`config.mk`:
```
export PLATFORM = sky130hd
export DESIGN_NAME = uat_slave_flat
export DESIGN_NICKNAME = d
export VERILOG_FILES = /design/src/verilog/uat_pkg.sv /design/src/verilog/uat_bus_if.sv /design/src/verilog/uat_lane_sel.sv /design/src/verilog/uat_slave.sv /design/src/flat_wrapper.sv
export SDC_FILE = /design/constraint.sdc
export NUM_CORES = 1
export LEC_CHECK = 0
export BUFFER_PORTS_ARGS = -buffer_cell sky130_fd_sc_hd__buf_2
export CAP_MARGIN = 20
export CORE_MARGIN = 5
export CORE_UTILIZATION = 64
export DETAILED_ROUTE_END_ITERATION = 6
export PLACE_DENSITY_LB_ADDON = 0.15
export SYNTH_ARGS = -nofsm -noshare
export SYNTH_HDL_FRONTEND = slang
export SYNTH_SLANG_ARGS = --single-unit
export TNS_END_PERCENT = 20
```
`constraint.sdc`:
```
create_clock -name sys_clk -period 7.4 [get_ports sys_clk]
set_input_delay 1.11 -clock sys_clk [delete_from_list [all_inputs] [get_ports sys_clk]]
set_output_delay 1.11 -clock sys_clk [all_outputs]
set_load 0.02 [all_outputs]
```
`src/verilog/uat_pkg.sv`:
```
// Package of constants and types for the unaligned/address-only bus ends
package uat_pkg;
  localparam int UAT_DW = 32;
  localparam int UAT_AW = 32;
  localparam int UAT_AMW = 6;
  // Byte lane masks: lane 3 = D[31:24] ... lane 0 = D[7:0]
  localparam logic [3:0] UAT_LN_QUAD = 4'hf;
  localparam logic [3:0] UAT_LN_TRI_LO = 4'h7;
  localparam logic [3:0] UAT_LN_TRI_HI = 4'he;
  localparam logic [3:0] UAT_LN_MID = 4'h6;
  localparam logic [3:0] UAT_LN_DBL = 4'h3;
  localparam logic [3:0] UAT_LN_HI_BYTE = 4'h2;
  localparam logic [3:0] UAT_LN_LO_BYTE = 4'h1;
  localparam logic [3:0] UAT_LN_NONE = 4'h0;
  // Address-only hold time and derived cycles at 40 MHz
  localparam int UAT_CLK_NS = 25;
  localparam int UAT_ADO_HOLD_NS = 100;
  localparam int UAT_ADO_HOLD_CYC = (UAT_ADO_HOLD_NS + UAT_CLK_NS - 1) / UAT_CLK_NS;
  localparam int UAT_SLV_DLY_CYC = 2;
  localparam int UAT_MST_TO_CYC = 255;
  typedef enum logic [2:0] {
    UAT_OP_QUAD = 3'h0,
    UAT_OP_TRI_0_2 = 3'h1,
    UAT_OP_TRI_1_3 = 3'h2,
    UAT_OP_MID_1_2 = 3'h3,
    UAT_OP_DBL = 3'h4,
    UAT_OP_SINGLE = 3'h5,
    UAT_OP_ADO = 3'h6,
    UAT_OP_ADOH = 3'h7
  } uat_op_e;
  typedef enum logic [1:0] {
    UAT_RSP_OK = 2'h0,
    UAT_RSP_ERR = 2'h1,
    UAT_RSP_RETRY = 2'h2,
    UAT_RSP_NONE = 2'h3
  } uat_rsp_e;
  // Strobe/lword/a1/a0 coding: ds1_n, ds0_n, a01, lword_n -> lanes
  function automatic logic [3:0] uat_lanes(input logic ds1_n, input logic ds0_n,
                                           input logic a01, input logic lword_n,
                                           input logic a00);
    logic [3:0] l;
    l = UAT_LN_NONE;
    if (!ds1_n && !ds0_n) begin
      if (!lword_n && !a01 && !a00) begin
        l = UAT_LN_QUAD;
      end else if (!lword_n && !a01 && a00) begin
        l = UAT_LN_TRI_LO;
      end else if (!lword_n && a01 && !a00) begin
        l = UAT_LN_MID;
      end else if (lword_n) begin
        l = UAT_LN_DBL;
      end else begin
        l = UAT_LN_TRI_HI;
      end
    end else if (!ds1_n || !ds0_n) begin
      l = ds0_n ? UAT_LN_HI_BYTE : UAT_LN_LO_BYTE;
    end
    return l;
  endfunction
endpackage

```
`src/verilog/uat_bus_if.sv`:
```
// Interface carrying the data transfer bus between master and slave ends
`timescale 1ns/1ps
interface uat_bus_if;
  import uat_pkg::*;
  logic [UAT_AW-1:0] addr;
  logic [UAT_AMW-1:0] am;
  logic iack_n;
  logic lword_n;
  logic as_n;
  logic ds0_n;
  logic ds1_n;
  logic write_n;
  logic [UAT_DW-1:0] m_dout;
  logic m_doe;
  logic [UAT_DW-1:0] s_dout;
  logic s_doe;
  logic dtack_n;
  logic berr_n;
  logic retry_n;
  logic dtack_oe;
  logic berr_oe;
  logic retry_oe;
  modport master (output addr, am, iack_n, lword_n, as_n, ds0_n, ds1_n, write_n,
                  m_dout, m_doe, input s_dout, s_doe, dtack_n, berr_n, retry_n);
  modport slave (input addr, am, iack_n, lword_n, as_n, ds0_n, ds1_n, write_n,
                 m_dout, m_doe, output s_dout, s_doe, dtack_n, berr_n, retry_n,
                 dtack_oe, berr_oe, retry_oe);
endinterface

```
`src/verilog/uat_lane_sel.sv`:
```
// Byte lane steering between a bus word and selected lanes
`timescale 1ns/1ps
module uat_lane_sel #(
  parameter int DW = 32
) (
  input wire logic [DW-1:0] new_word,
  input wire logic [DW-1:0] old_word,
  input wire logic [DW/8-1:0] lanes,
  output logic [DW-1:0] merged
);
  genvar g;
  generate
    for (g = 0; g < DW/8; g++) begin : g_lane
      assign merged[g*8 +: 8] = lanes[g] ? new_word[g*8 +: 8] : old_word[g*8 +: 8];
    end
  endgenerate
endmodule

```
`src/verilog/uat_slave.sv`:
```
// Slave end: decodes aligned, unaligned and address-only cycles
// Summary of operation
// - Quad all lanes, bytes by parity, double low
// - Triple cycles use low or upper 24 lines
// - Middle double-byte uses lanes one and two
// - Master byte order free; slave ignores it
// - Unaligned needs full 32-bit path
// - Support both triples and middle double
// - Unaligned capability recommended for 32-bit ends
// - Non-capable slave never acknowledges unaligned
// - Address-only: address valid, strobes held high
// - Master ends address-only alone after hold
// - Address-only needs no slave answer
// - Handshake variant also lowers data strobes
// - Handshake variant answered by ack/error/retry
// - Write level free in handshake variant
// - Slaves tolerate address-only without side effects
`timescale 1ns/1ps
module uat_slave
  import uat_pkg::*;
#(
  parameter logic UAT_CAP = 1'b1,
  parameter logic [UAT_AW-1:20] BASE = 12'h000,
  parameter int DEPTH = 16
) (
  input wire logic sys_clk,
  input wire logic rst_n,
  uat_bus_if.slave bus,
  input wire logic lock_busy,
  output logic [UAT_AW-1:0] wr_addr,
  output logic [UAT_DW-1:0] wr_data,
  output logic [3:0] wr_lanes,
  output logic wr_stb,
  output logic ado_seen,
  output logic adoh_seen
);
  import uat_pkg::*;
  localparam int IW = $clog2(DEPTH);

  typedef enum logic [2:0] {
    UAT_S_IDLE = 3'h0,
    UAT_S_WAIT = 3'h1,
    UAT_S_XFER = 3'h2,
    UAT_S_RESP = 3'h3,
    UAT_S_DONE = 3'h4
  } uat_sst_e;

  // Three-stage input synchronisers
  logic [2:0] as_s_ff, ds0_s_ff, ds1_s_ff;
  logic as_q_ff, ds0_q_ff, ds1_q_ff;
  logic nxt_as_q, nxt_ds0_q, nxt_ds1_q;
  always_comb begin
    nxt_as_q = (as_s_ff[1] == as_s_ff[2]) ? as_s_ff[2] : as_q_ff;
    nxt_ds0_q = (ds0_s_ff[1] == ds0_s_ff[2]) ? ds0_s_ff[2] : ds0_q_ff;
    nxt_ds1_q = (ds1_s_ff[1] == ds1_s_ff[2]) ? ds1_s_ff[2] : ds1_q_ff;
  end
  always_ff @(posedge sys_clk or negedge rst_n) begin
    if (!rst_n) begin
      as_s_ff <= 3'h7;
      ds0_s_ff <= 3'h7;
      ds1_s_ff <= 3'h7;
      as_q_ff <= 1'b1;
      ds0_q_ff <= 1'b1;
      ds1_q_ff <= 1'b1;
    end else begin
      as_s_ff <= {as_s_ff[1:0], bus.as_n};
      ds0_s_ff <= {ds0_s_ff[1:0], bus.ds0_n};
      ds1_s_ff <= {ds1_s_ff[1:0], bus.ds1_n};
      as_q_ff <= nxt_as_q;
      ds0_q_ff <= nxt_ds0_q;
      ds1_q_ff <= nxt_ds1_q;
    end
  end

  logic [UAT_DW-1:0] mem_ff [DEPTH];
  logic [UAT_DW-1:0] cur_word, merged;
  logic [3:0] lanes;
  logic [IW-1:0] idx;
  logic hit, unal, adoh_req;
  assign idx = bus.addr[IW+1:2];
  assign hit = (bus.addr[UAT_AW-1:20] == BASE) && bus.iack_n;
  assign cur_word = mem_ff[idx];
  // Lanes decoded from stable strobes; any order of parts accepted
  assign lanes = uat_lanes(ds1_q_ff, ds0_q_ff, bus.addr[1], bus.lword_n, bus.addr[0]);
  // Triples and middle double are the unaligned cycles
  assign unal = (lanes == UAT_LN_TRI_LO) || (lanes == UAT_LN_TRI_HI) || (lanes == UAT_LN_MID);
  // Strobes low with no data mode bit: handshake address-only on am 0x3f
  assign adoh_req = (bus.am == 6'h3f);

  uat_lane_sel #(.DW(UAT_DW)) u_sel (
    .new_word(bus.m_dout),
    .old_word(cur_word),
    .lanes(lanes),
    .merged(merged)
  );

  uat_sst_e st_ff, nxt_st;
  logic [1:0] dly_ff, nxt_dly;
  logic dtack_ff, berr_ff, retry_ff, nxt_dtack, nxt_berr, nxt_retry;
  logic sdoe_ff, nxt_sdoe;
  logic [UAT_DW-1:0] sdout_ff, nxt_sdout;
  logic wstb_ff, nxt_wstb, ado_ff, nxt_ado, adoh_ff, nxt_adoh;
  logic [UAT_AW-1:0] waddr_ff, nxt_waddr;
  logic [UAT_DW-1:0] wdata_ff, nxt_wdata;
  logic [3:0] wlanes_ff, nxt_wlanes;

  always_comb begin
    nxt_st = st_ff;
    nxt_dly = dly_ff;
    nxt_dtack = dtack_ff;
    nxt_berr = berr_ff;
    nxt_retry = retry_ff;
    nxt_sdoe = sdoe_ff;
    nxt_sdout = sdout_ff;
    nxt_wstb = 1'b0;
    nxt_ado = 1'b0;
    nxt_adoh = 1'b0;
    nxt_waddr = waddr_ff;
    nxt_wdata = wdata_ff;
    nxt_wlanes = wlanes_ff;
    case (st_ff)
      UAT_S_IDLE: begin
        if (!as_q_ff && hit) begin
          nxt_st = UAT_S_WAIT;
        end
      end
      UAT_S_WAIT: begin
        if (as_q_ff) begin
          // Address strobe rose with strobes high: no answer, no effect
          nxt_ado = 1'b1;
          nxt_st = UAT_S_IDLE;
        end else if (!ds0_q_ff || !ds1_q_ff) begin
          nxt_dly = 2'(UAT_SLV_DLY_CYC);
          nxt_st = UAT_S_XFER;
        end
      end
      UAT_S_XFER: begin
        if (dly_ff != 2'h0) begin
          nxt_dly = dly_ff - 2'h1;
        end else if (adoh_req) begin
          // Answer regardless of write level, no data moved
          nxt_adoh = 1'b1;
          nxt_retry = lock_busy;
          nxt_dtack = !lock_busy;
          nxt_st = UAT_S_RESP;
        end else if (unal && !UAT_CAP) begin
          nxt_st = UAT_S_DONE;
        end else if (lanes == UAT_LN_TRI_HI && bus.addr[0] == 1'b0 && bus.lword_n) begin
          nxt_berr = 1'b1;
          nxt_st = UAT_S_RESP;
        end else begin
          // Write merges only the selected lanes, read drives the whole word, both set with acknowledge
          if (!bus.write_n) begin
            nxt_wstb = 1'b1;
            nxt_waddr = bus.addr;
            nxt_wdata = merged;
            nxt_wlanes = lanes;
          end else begin
            nxt_sdout = cur_word;
            nxt_sdoe = 1'b1;
          end
          nxt_dtack = 1'b1;
          nxt_st = UAT_S_RESP;
        end
      end
      UAT_S_RESP: begin
        if (ds0_q_ff && ds1_q_ff) begin
          nxt_dtack = 1'b0;
          nxt_berr = 1'b0;
          nxt_retry = 1'b0;
          nxt_sdoe = 1'b0;
          nxt_st = UAT_S_DONE;
        end
      end
      UAT_S_DONE: begin
        if (as_q_ff) begin
          nxt_st = UAT_S_IDLE;
        end
      end
      default: nxt_st = UAT_S_IDLE;
    endcase
  end

  always_ff @(posedge sys_clk or negedge rst_n) begin
    if (!rst_n) begin
      st_ff <= UAT_S_IDLE;
      dly_ff <= 2'h0;
      dtack_ff <= 1'b0;
      berr_ff <= 1'b0;
      retry_ff <= 1'b0;
      sdoe_ff <= 1'b0;
      sdout_ff <= '0;
      wstb_ff <= 1'b0;
      ado_ff <= 1'b0;
      adoh_ff <= 1'b0;
      waddr_ff <= '0;
      wdata_ff <= '0;
      wlanes_ff <= 4'h0;
    end else begin
      st_ff <= nxt_st;
      dly_ff <= nxt_dly;
      dtack_ff <= nxt_dtack;
      berr_ff <= nxt_berr;
      retry_ff <= nxt_retry;
      sdoe_ff <= nxt_sdoe;
      sdout_ff <= nxt_sdout;
      wstb_ff <= nxt_wstb;
      ado_ff <= nxt_ado;
      adoh_ff <= nxt_adoh;
      waddr_ff <= nxt_waddr;
      wdata_ff <= nxt_wdata;
      wlanes_ff <= nxt_wlanes;
    end
  end

  // Storage updated with the merged word, selected lanes only
  always_ff @(posedge sys_clk) begin
    if (wstb_ff) begin
      mem_ff[waddr_ff[IW+1:2]] <= wdata_ff;
    end
  end

  assign bus.dtack_n = !dtack_ff;
  assign bus.berr_n = !berr_ff;
  assign bus.retry_n = !retry_ff;
  assign bus.dtack_oe = dtack_ff;
  assign bus.berr_oe = berr_ff;
  assign bus.retry_oe = retry_ff;
  assign bus.s_dout = sdout_ff;
  assign bus.s_doe = sdoe_ff;
  assign wr_addr = waddr_ff;
  assign wr_data = wdata_ff;
  assign wr_lanes = wlanes_ff;
  assign wr_stb = wstb_ff;
  assign ado_seen = ado_ff;
  assign adoh_seen = adoh_ff;
endmodule
```
`src/flat_wrapper.sv`:
```
// flat-port wrapper written by rule: the top's interface ports become plain ports
module uat_slave_flat import uat_pkg::*;
#(
  parameter logic UAT_CAP = 1'b1,
  parameter logic [UAT_AW-1:20] BASE = 12'h000,
  parameter int DEPTH = 16
)
  (sys_clk, rst_n, lock_busy, wr_addr, wr_data, wr_lanes, wr_stb, ado_seen, adoh_seen, bus_addr, bus_am, bus_iack_n, bus_lword_n, bus_as_n, bus_ds0_n, bus_ds1_n, bus_write_n, bus_m_dout, bus_m_doe, bus_s_dout, bus_s_doe, bus_dtack_n, bus_berr_n, bus_retry_n, bus_dtack_oe, bus_berr_oe, bus_retry_oe);
  uat_bus_if bus_i ();
  input wire logic sys_clk;
  input wire logic rst_n;
  input wire logic lock_busy;
  output logic [UAT_AW-1:0] wr_addr;
  output logic [UAT_DW-1:0] wr_data;
  output logic [3:0] wr_lanes;
  output logic wr_stb;
  output logic ado_seen;
  output logic adoh_seen;
  input wire logic [$bits(bus_i.addr)-1:0] bus_addr;
  input wire logic [$bits(bus_i.am)-1:0] bus_am;
  input wire logic [$bits(bus_i.iack_n)-1:0] bus_iack_n;
  input wire logic [$bits(bus_i.lword_n)-1:0] bus_lword_n;
  input wire logic [$bits(bus_i.as_n)-1:0] bus_as_n;
  input wire logic [$bits(bus_i.ds0_n)-1:0] bus_ds0_n;
  input wire logic [$bits(bus_i.ds1_n)-1:0] bus_ds1_n;
  input wire logic [$bits(bus_i.write_n)-1:0] bus_write_n;
  input wire logic [$bits(bus_i.m_dout)-1:0] bus_m_dout;
  input wire logic [$bits(bus_i.m_doe)-1:0] bus_m_doe;
  output wire logic [$bits(bus_i.s_dout)-1:0] bus_s_dout;
  output wire logic [$bits(bus_i.s_doe)-1:0] bus_s_doe;
  output wire logic [$bits(bus_i.dtack_n)-1:0] bus_dtack_n;
  output wire logic [$bits(bus_i.berr_n)-1:0] bus_berr_n;
  output wire logic [$bits(bus_i.retry_n)-1:0] bus_retry_n;
  output wire logic [$bits(bus_i.dtack_oe)-1:0] bus_dtack_oe;
  output wire logic [$bits(bus_i.berr_oe)-1:0] bus_berr_oe;
  output wire logic [$bits(bus_i.retry_oe)-1:0] bus_retry_oe;
  assign bus_i.addr = bus_addr;
  assign bus_i.am = bus_am;
  assign bus_i.iack_n = bus_iack_n;
  assign bus_i.lword_n = bus_lword_n;
  assign bus_i.as_n = bus_as_n;
  assign bus_i.ds0_n = bus_ds0_n;
  assign bus_i.ds1_n = bus_ds1_n;
  assign bus_i.write_n = bus_write_n;
  assign bus_i.m_dout = bus_m_dout;
  assign bus_i.m_doe = bus_m_doe;
  assign bus_s_dout = bus_i.s_dout;
  assign bus_s_doe = bus_i.s_doe;
  assign bus_dtack_n = bus_i.dtack_n;
  assign bus_berr_n = bus_i.berr_n;
  assign bus_retry_n = bus_i.retry_n;
  assign bus_dtack_oe = bus_i.dtack_oe;
  assign bus_berr_oe = bus_i.berr_oe;
  assign bus_retry_oe = bus_i.retry_oe;
  uat_slave #(.UAT_CAP(UAT_CAP), .BASE(BASE), .DEPTH(DEPTH)) u_core (.sys_clk(sys_clk), .rst_n(rst_n), .bus(bus_i), .lock_busy(lock_busy), .wr_addr(wr_addr), .wr_data(wr_data), .wr_lanes(wr_lanes), .wr_stb(wr_stb), .ado_seen(ado_seen), .adoh_seen(adoh_seen));
endmodule
```
* After elaboration in Yosys (flattened, before gate mapping)
Memories as Yosys holds them, arrays and structs flattened.
Index checks and enable logic that the tools add are counted.
** Operators by class
- Add/subtract/negate cells :: 1
- Equality and inequality tests :: 23
- Multiplexer cells :: 51
- Bitwise gates (word level) :: 5
- Reductions and logical operators :: 35
** Operators with widths (count)
- 2-to-1 mux 8 bit :: 4
- 2-to-1 mux 1 bit :: 25
- 2-to-1 mux 4 bit :: 6
- AND reduction 5 bit :: 4
- 2-to-1 mux 3 bit :: 6
- one-hot mux 3 bit (5 select lines) :: 1
- != test 2 x 1 -> 1 bit, second input constant :: 7
- logical NOT 12 bit :: 1
- AND reduction 4 bit :: 3
- logical AND 1 bit :: 11
- logical NOT 1 bit :: 10
- != test 2 bit, second input constant :: 5
- 2-to-1 mux 2 bit :: 4
- one-hot mux 1 bit (2 select lines) :: 4
- equality test 3 x 2 -> 1 bit, second input constant :: 2
- equality test 6 bit, second input constant :: 1
- AND reduction 6 bit :: 1
- nonzero test 2 bit :: 3
- NOT 1 bit :: 5
- equality test 4 bit, second input constant :: 1
- one-hot mux 2 bit (2 select lines) :: 1
- equality test 1 bit :: 3
- equality test 3 x 1 -> 1 bit, second input constant :: 1
- equality test 3 bit, second input constant :: 1
- other kinds (5) :: 5
** Word-level totals
- Register bits after elaboration :: 124
- Bits in writable memories :: 512
- Input bits :: 80
- Word-level logic and storage cells :: 135
- Memories :: 1
** Memories
- u_core.mem_ff :: words 16, width 32, read ports 1, clocked after memory_dff 0, wr ports 1, line uat_slave.sv:75 : logic [UAT_DW-1:0] mem_ff [DEPTH];

* Logic depth before layout (Yosys ltp)
- Depth in word-level cells :: 14
- Depth in mapped cells :: 9
- Gate-level depth less buffers :: 7

* Cells and area by module
A second synthesis with hierarchy kept.
** Second synthesis, totals
- Cells, all modules :: 1133
- Area, all modules :: 24736.2 sq um
** Modules (own cells, without submodules)
- uat_slave :: times used 1, cells each 1097, area an instance 24210.7 sq um, sequential area each 18492.7 sq um
- uat_lane_sel :: times used 1, cells each 36, area an instance 525.5 sq um, sequential area each 0.0 sq um

* Least setup slack after synthesis
OpenSTA, ideal clock, no wires.
- Kind :: flip-flop to flip-flop
- Start point :: register u_core.waddr_ff[4], in the netlist u_core.wr_addr[4]
- End point :: memory u_core.mem_ff[0][0], enable pin
- Arrival time :: 3219 ps
- Data required time :: 6939 ps
- Path slack :: 3720 ps
- Stages on the path, launching flop included :: 3
- Clock period less this slack :: 3680 ps
- Cells stage by stage :: dfrtp_1 or3b_2 nor3_1
** RTL lines
- start: declaration :: line uat_slave.sv:103 : logic [UAT_AW-1:0] waddr_ff, nxt_waddr;
- start signal: assignment :: line uat_slave.sv:210 : waddr_ff <= nxt_waddr;
- end: declaration :: line uat_slave.sv:75
No word-level cell before the write port.

* Final worst setup path
- Start point :: input bus_addr[2]
- End point :: register u_core.wdata_ff[28], in the netlist u_core.wr_data[28]
** On the way
- Word-level cells in the longest chain between the ends :: 2
** RTL lines
- start: declaration :: line flat_wrapper.sv:19 : input wire logic [$bits(bus_i.addr)-1:0] bus_addr;
- memory read (16 x 32 bit)
- 2-to-1 mux 8 bit :: line uat_lane_sel.sv:14 : assign merged[g*8 +: 8] = lanes[g] ? new_word[g*8 +: 8] : old_word[g*8 +: 8];
- end signal: assignment :: line uat_slave.sv:211 : wdata_ff <= nxt_wdata;
- end: declaration :: line uat_slave.sv:104 : logic [UAT_DW-1:0] wdata_ff, nxt_wdata;
No other way between the ends.
A chain may end at the register's enable or synchronous reset.

==> impl_metrics.env <==
export IMPL_nNetsFinal=1569
export IMPL_coreArea_mm2=0.03758
export IMPL_drc=0
export IMPL_die_area_mm2=0.04199
export IMPL_antenna_found_initial=2
export IMPL_start_util=0.6471
export IMPL_worst_slew_pin_transition_ps=1030
export IMPL_grt_ovfl_total=0
export IMPL_fin_setup_tns_ps=0
export IMPL_antenna_left=0
export IMPL_cts_path_max_buffers=3
export IMPL_cp_slowest_cell="buf_4"
export IMPL_fp_dieW_um=204.9
export IMPL_hold_viol=0
export IMPL_drtIter0Drc=1261
export IMPL_endpoint_kind="flop"
export IMPL_setup_viol=0
export IMPL_irDropWorstVdd_v=0.0003427
export IMPL_crit_type="input port to flop"
export IMPL_fin_crit_ps=3342
export IMPL_async_flop_share=0.1950
export IMPL_crit_required_ps=7860
export IMPL_drt_total_wl_mm=53.65
export IMPL_synth_edff_count=512
export IMPL_crit_chain="buf_6 > buf_4 > mux4_2 > mux2_2 > a222oi_1 > a21oi_1"
export IMPL_root_buffer="clkbuf_16"
export IMPL_avgRoutedWirePerCell_um=26.14
export IMPL_drive_gt1_frac=0.3245
export IMPL_fin_crit_sh=0.4516
export IMPL_fin_worst_skew_ps=19.33
export IMPL_hp_class="flop to flop"
export IMPL_clk_latency_ps=610
export IMPL_cts_setup_buffers=0
export IMPL_cp_max_fo=61
export IMPL_cpPeakStageDelay_ps=730
export IMPL_cp_top_family="buffers and inverters"
export IMPL_yosysTopAreaCell="edfxtp_1"
export IMPL_first_global_vias=13070
export IMPL_synth_distinct_cells=46
export IMPL_whs_ps=356.6
export IMPL_clock_sinks=636
export IMPL_critical_path_arrival_ps=3800
export IMPL_power_leakage_nw=9.963
export IMPL_startpoint_type="input port"
export IMPL_cts_resized=0
export IMPL_num_io_pins=190
export IMPL_maxCapViolCount=0
export IMPL_dieHeight_um=204.9
export IMPL_cts_tree="built"
export IMPL_synth_cells=1278
export IMPL_ys_warn_count=0
export IMPL_yosysSeqAreaShare=0.7606
export IMPL_synth_top_area_frac=0.6323
export IMPL_slew_limit_headroom=0.3135
export IMPL_cts_buffers=61
export IMPL_num_rows=71
export IMPL_final_max_slew_viol_count=0
export IMPL_grt_pass1_wl_mm=80.07
export IMPL_portBuffers=188
export IMPL_antenna_diode_count=0
export IMPL_holdBufCountCts=0
export IMPL_syn_nets=1359
export IMPL_synth_area_per_cell_um2=19.03
export IMPL_fmax_mhz=299.2
export IMPL_grt_max_degree=77
export IMPL_areaGrowthSynthToFinish_pct=14.55
export IMPL_pwr_density_cell_mw_per_mm2=338.8
export IMPL_rsz0062_at_grt="no"
export IMPL_status="complete, no violations"
export IMPL_synth_area_mm2=0.02431
export IMPL_via_per_inst=6.239
export IMPL_clk_pin_slew_ps=60
export IMPL_vias=12800
export IMPL_h_tree_depth=2
export IMPL_track_usage=0.2595
export IMPL_synth_seq_cells=636
export IMPL_crit_buf_inv=2
export IMPL_gp_congestion=0.7598
export IMPL_synth_ff_type="edfxtp_1"
export IMPL_dp_hpwl_mm=28.85
export IMPL_synthTopCellsByArea="edfxtp_1, mux4_2, dfrtp_1, nand2_1, dfstp_2"
export IMPL_firstDrtPassIters=6
cell usage after synthesis, types with 22 or more instances:
master and instances:
dfrtp_1 112, buf_2 28, mux4_2 128, o21ai_0 29, edfxtp_1 512, clkbuf_1 29
mux2_2 25, nand2_1 151, a22o_1 33, nor2_1 44, a21oi_1 22
stage by stage:
| stage | area (µm²) | util | setup WS, ps | instances | power (mW) |
|---|---|---|---|---|---|
| after floorplan | 24310 | - | 3720 | 1278 | 5.869 |
| after detailed placement | 25910 | 0.6896 | 3389 | 1936 | 6.527 |
| after global routing | 27850 | 0.7412 | 3801 | 2052 | 9.831 |
| final | 27850 | 0.7412 | 4058 | 2052 | 9.436 |
| after CTS | 27850 | 0.7412 | 4019 | 2052 | 9.506 |
| after global placement | 25910 | 0.6896 | 3419 | 1936 | 6.450 |
power breakdown:
part / internal, mW / leakage (nW) / total, mW / switching [mW]
clock: 1.72 / 0.943 / 2.99 / 1.27
combinational: 0.481 / 2.89 / 1.32 / 0.838
sequential: 4.59 / 6.13 / 5.13 / 0.533
total: 6.79 / 9.96 / 9.44 / 2.64
worst paths after layout:
check | start | end | slack [ps] | cells past startpoint
setup / recovery | bus_addr[2] | u_core.wr_data[28] | 4060 | 6
hold / removal | u_core.as_s_ff[0] | u_core.as_s_ff[1] | 360 | 0
setup reg to reg | u_core.dly_ff[0] | u_core.wr_data[5] | 4290 | 8
hold reg to reg | u_core.as_s_ff[0] | u_core.as_s_ff[1] | 360 | 0
max in group asynchronous | rst_n | u_core.wr_data[28] | 5570 | 2
min in group asynchronous | rst_n | u_core.bus.s_dout[20] | 480 | 1
cell usage in the layout (no fill, tap or decap), drive strengths merged, types with 2 or more instances in the layout:
cell type	count
or3	8
dfrtp	112
mux2	25
nand3	9
o21ai	29
a222oi	8
nand4	2
clkinv	19
nor4	3
o221a	8
nor2	44
o22ai	8
nand2b	6
bufinv	3
maj3	3
mux4	128
clkinvlp	4
a22o	33
mux2i	18
and2	3
inv	11
a31oi	2
a21oi	22
buf	217
nor3	6
dfstp	12
nand3b	10
o211ai	18
clkbuf	89
nand2	151
nor2b	3
and3	3
edfxtp	512
sequential cells by signal (all words and copies together) (netlist names), 2 cells and up:
name,count
u_core.bus.s_dout,32
u_core.wr_data,32
u_core.ds0_s_ff,3
u_core.st_ff,3
u_core.wr_lanes,4
u_core.ds1_s_ff,3
u_core.as_s_ff,3
u_core.dly_ff,2
u_core.wr_addr,32
u_core.mem_ff,512
final cells by class:
cell class              count  area, µm²
clock buffers              89       1724
clock inverters            27      215.2
fillers                  2209       9724
inverters                  10      37.54
multi-input cells         562       5567
flip-flops and latches    636      18490
well taps                 511      639.4
repair buffers            217       1177
kinds of logic (layout without fill, tap and decap cells):
family | Yosys count | after routing | share of synthesized area
XOR/XNOR | 1 | 1 | 0.0003603
buffers and inverters | 80 | 343 | 0.01533
flip-flops | 636 | 636 | 0.7606
AO/OA/AOI/OAI | 133 | 133 | 0.03916
adder cells (fa/ha/maj) | 4 | 4 | 0.001750
multiplexers | 171 | 171 | 0.1375
AND/OR/NAND/NOR | 253 | 253 | 0.04528
per-layer routing:
metal | wire length [µm] | global-route usage | vias up
met3 | 3953 | 0.03878 | 90
met2 | 27760 | 0.4406 | 589
li1 | - | - | 5503
met4 | 1231 | 0.07392 | 0
met1 | 20700 | 0.3603 | 6620
met5 | 0 | 0 | -
No activity file was read; power rests on OpenSTA's default activity.
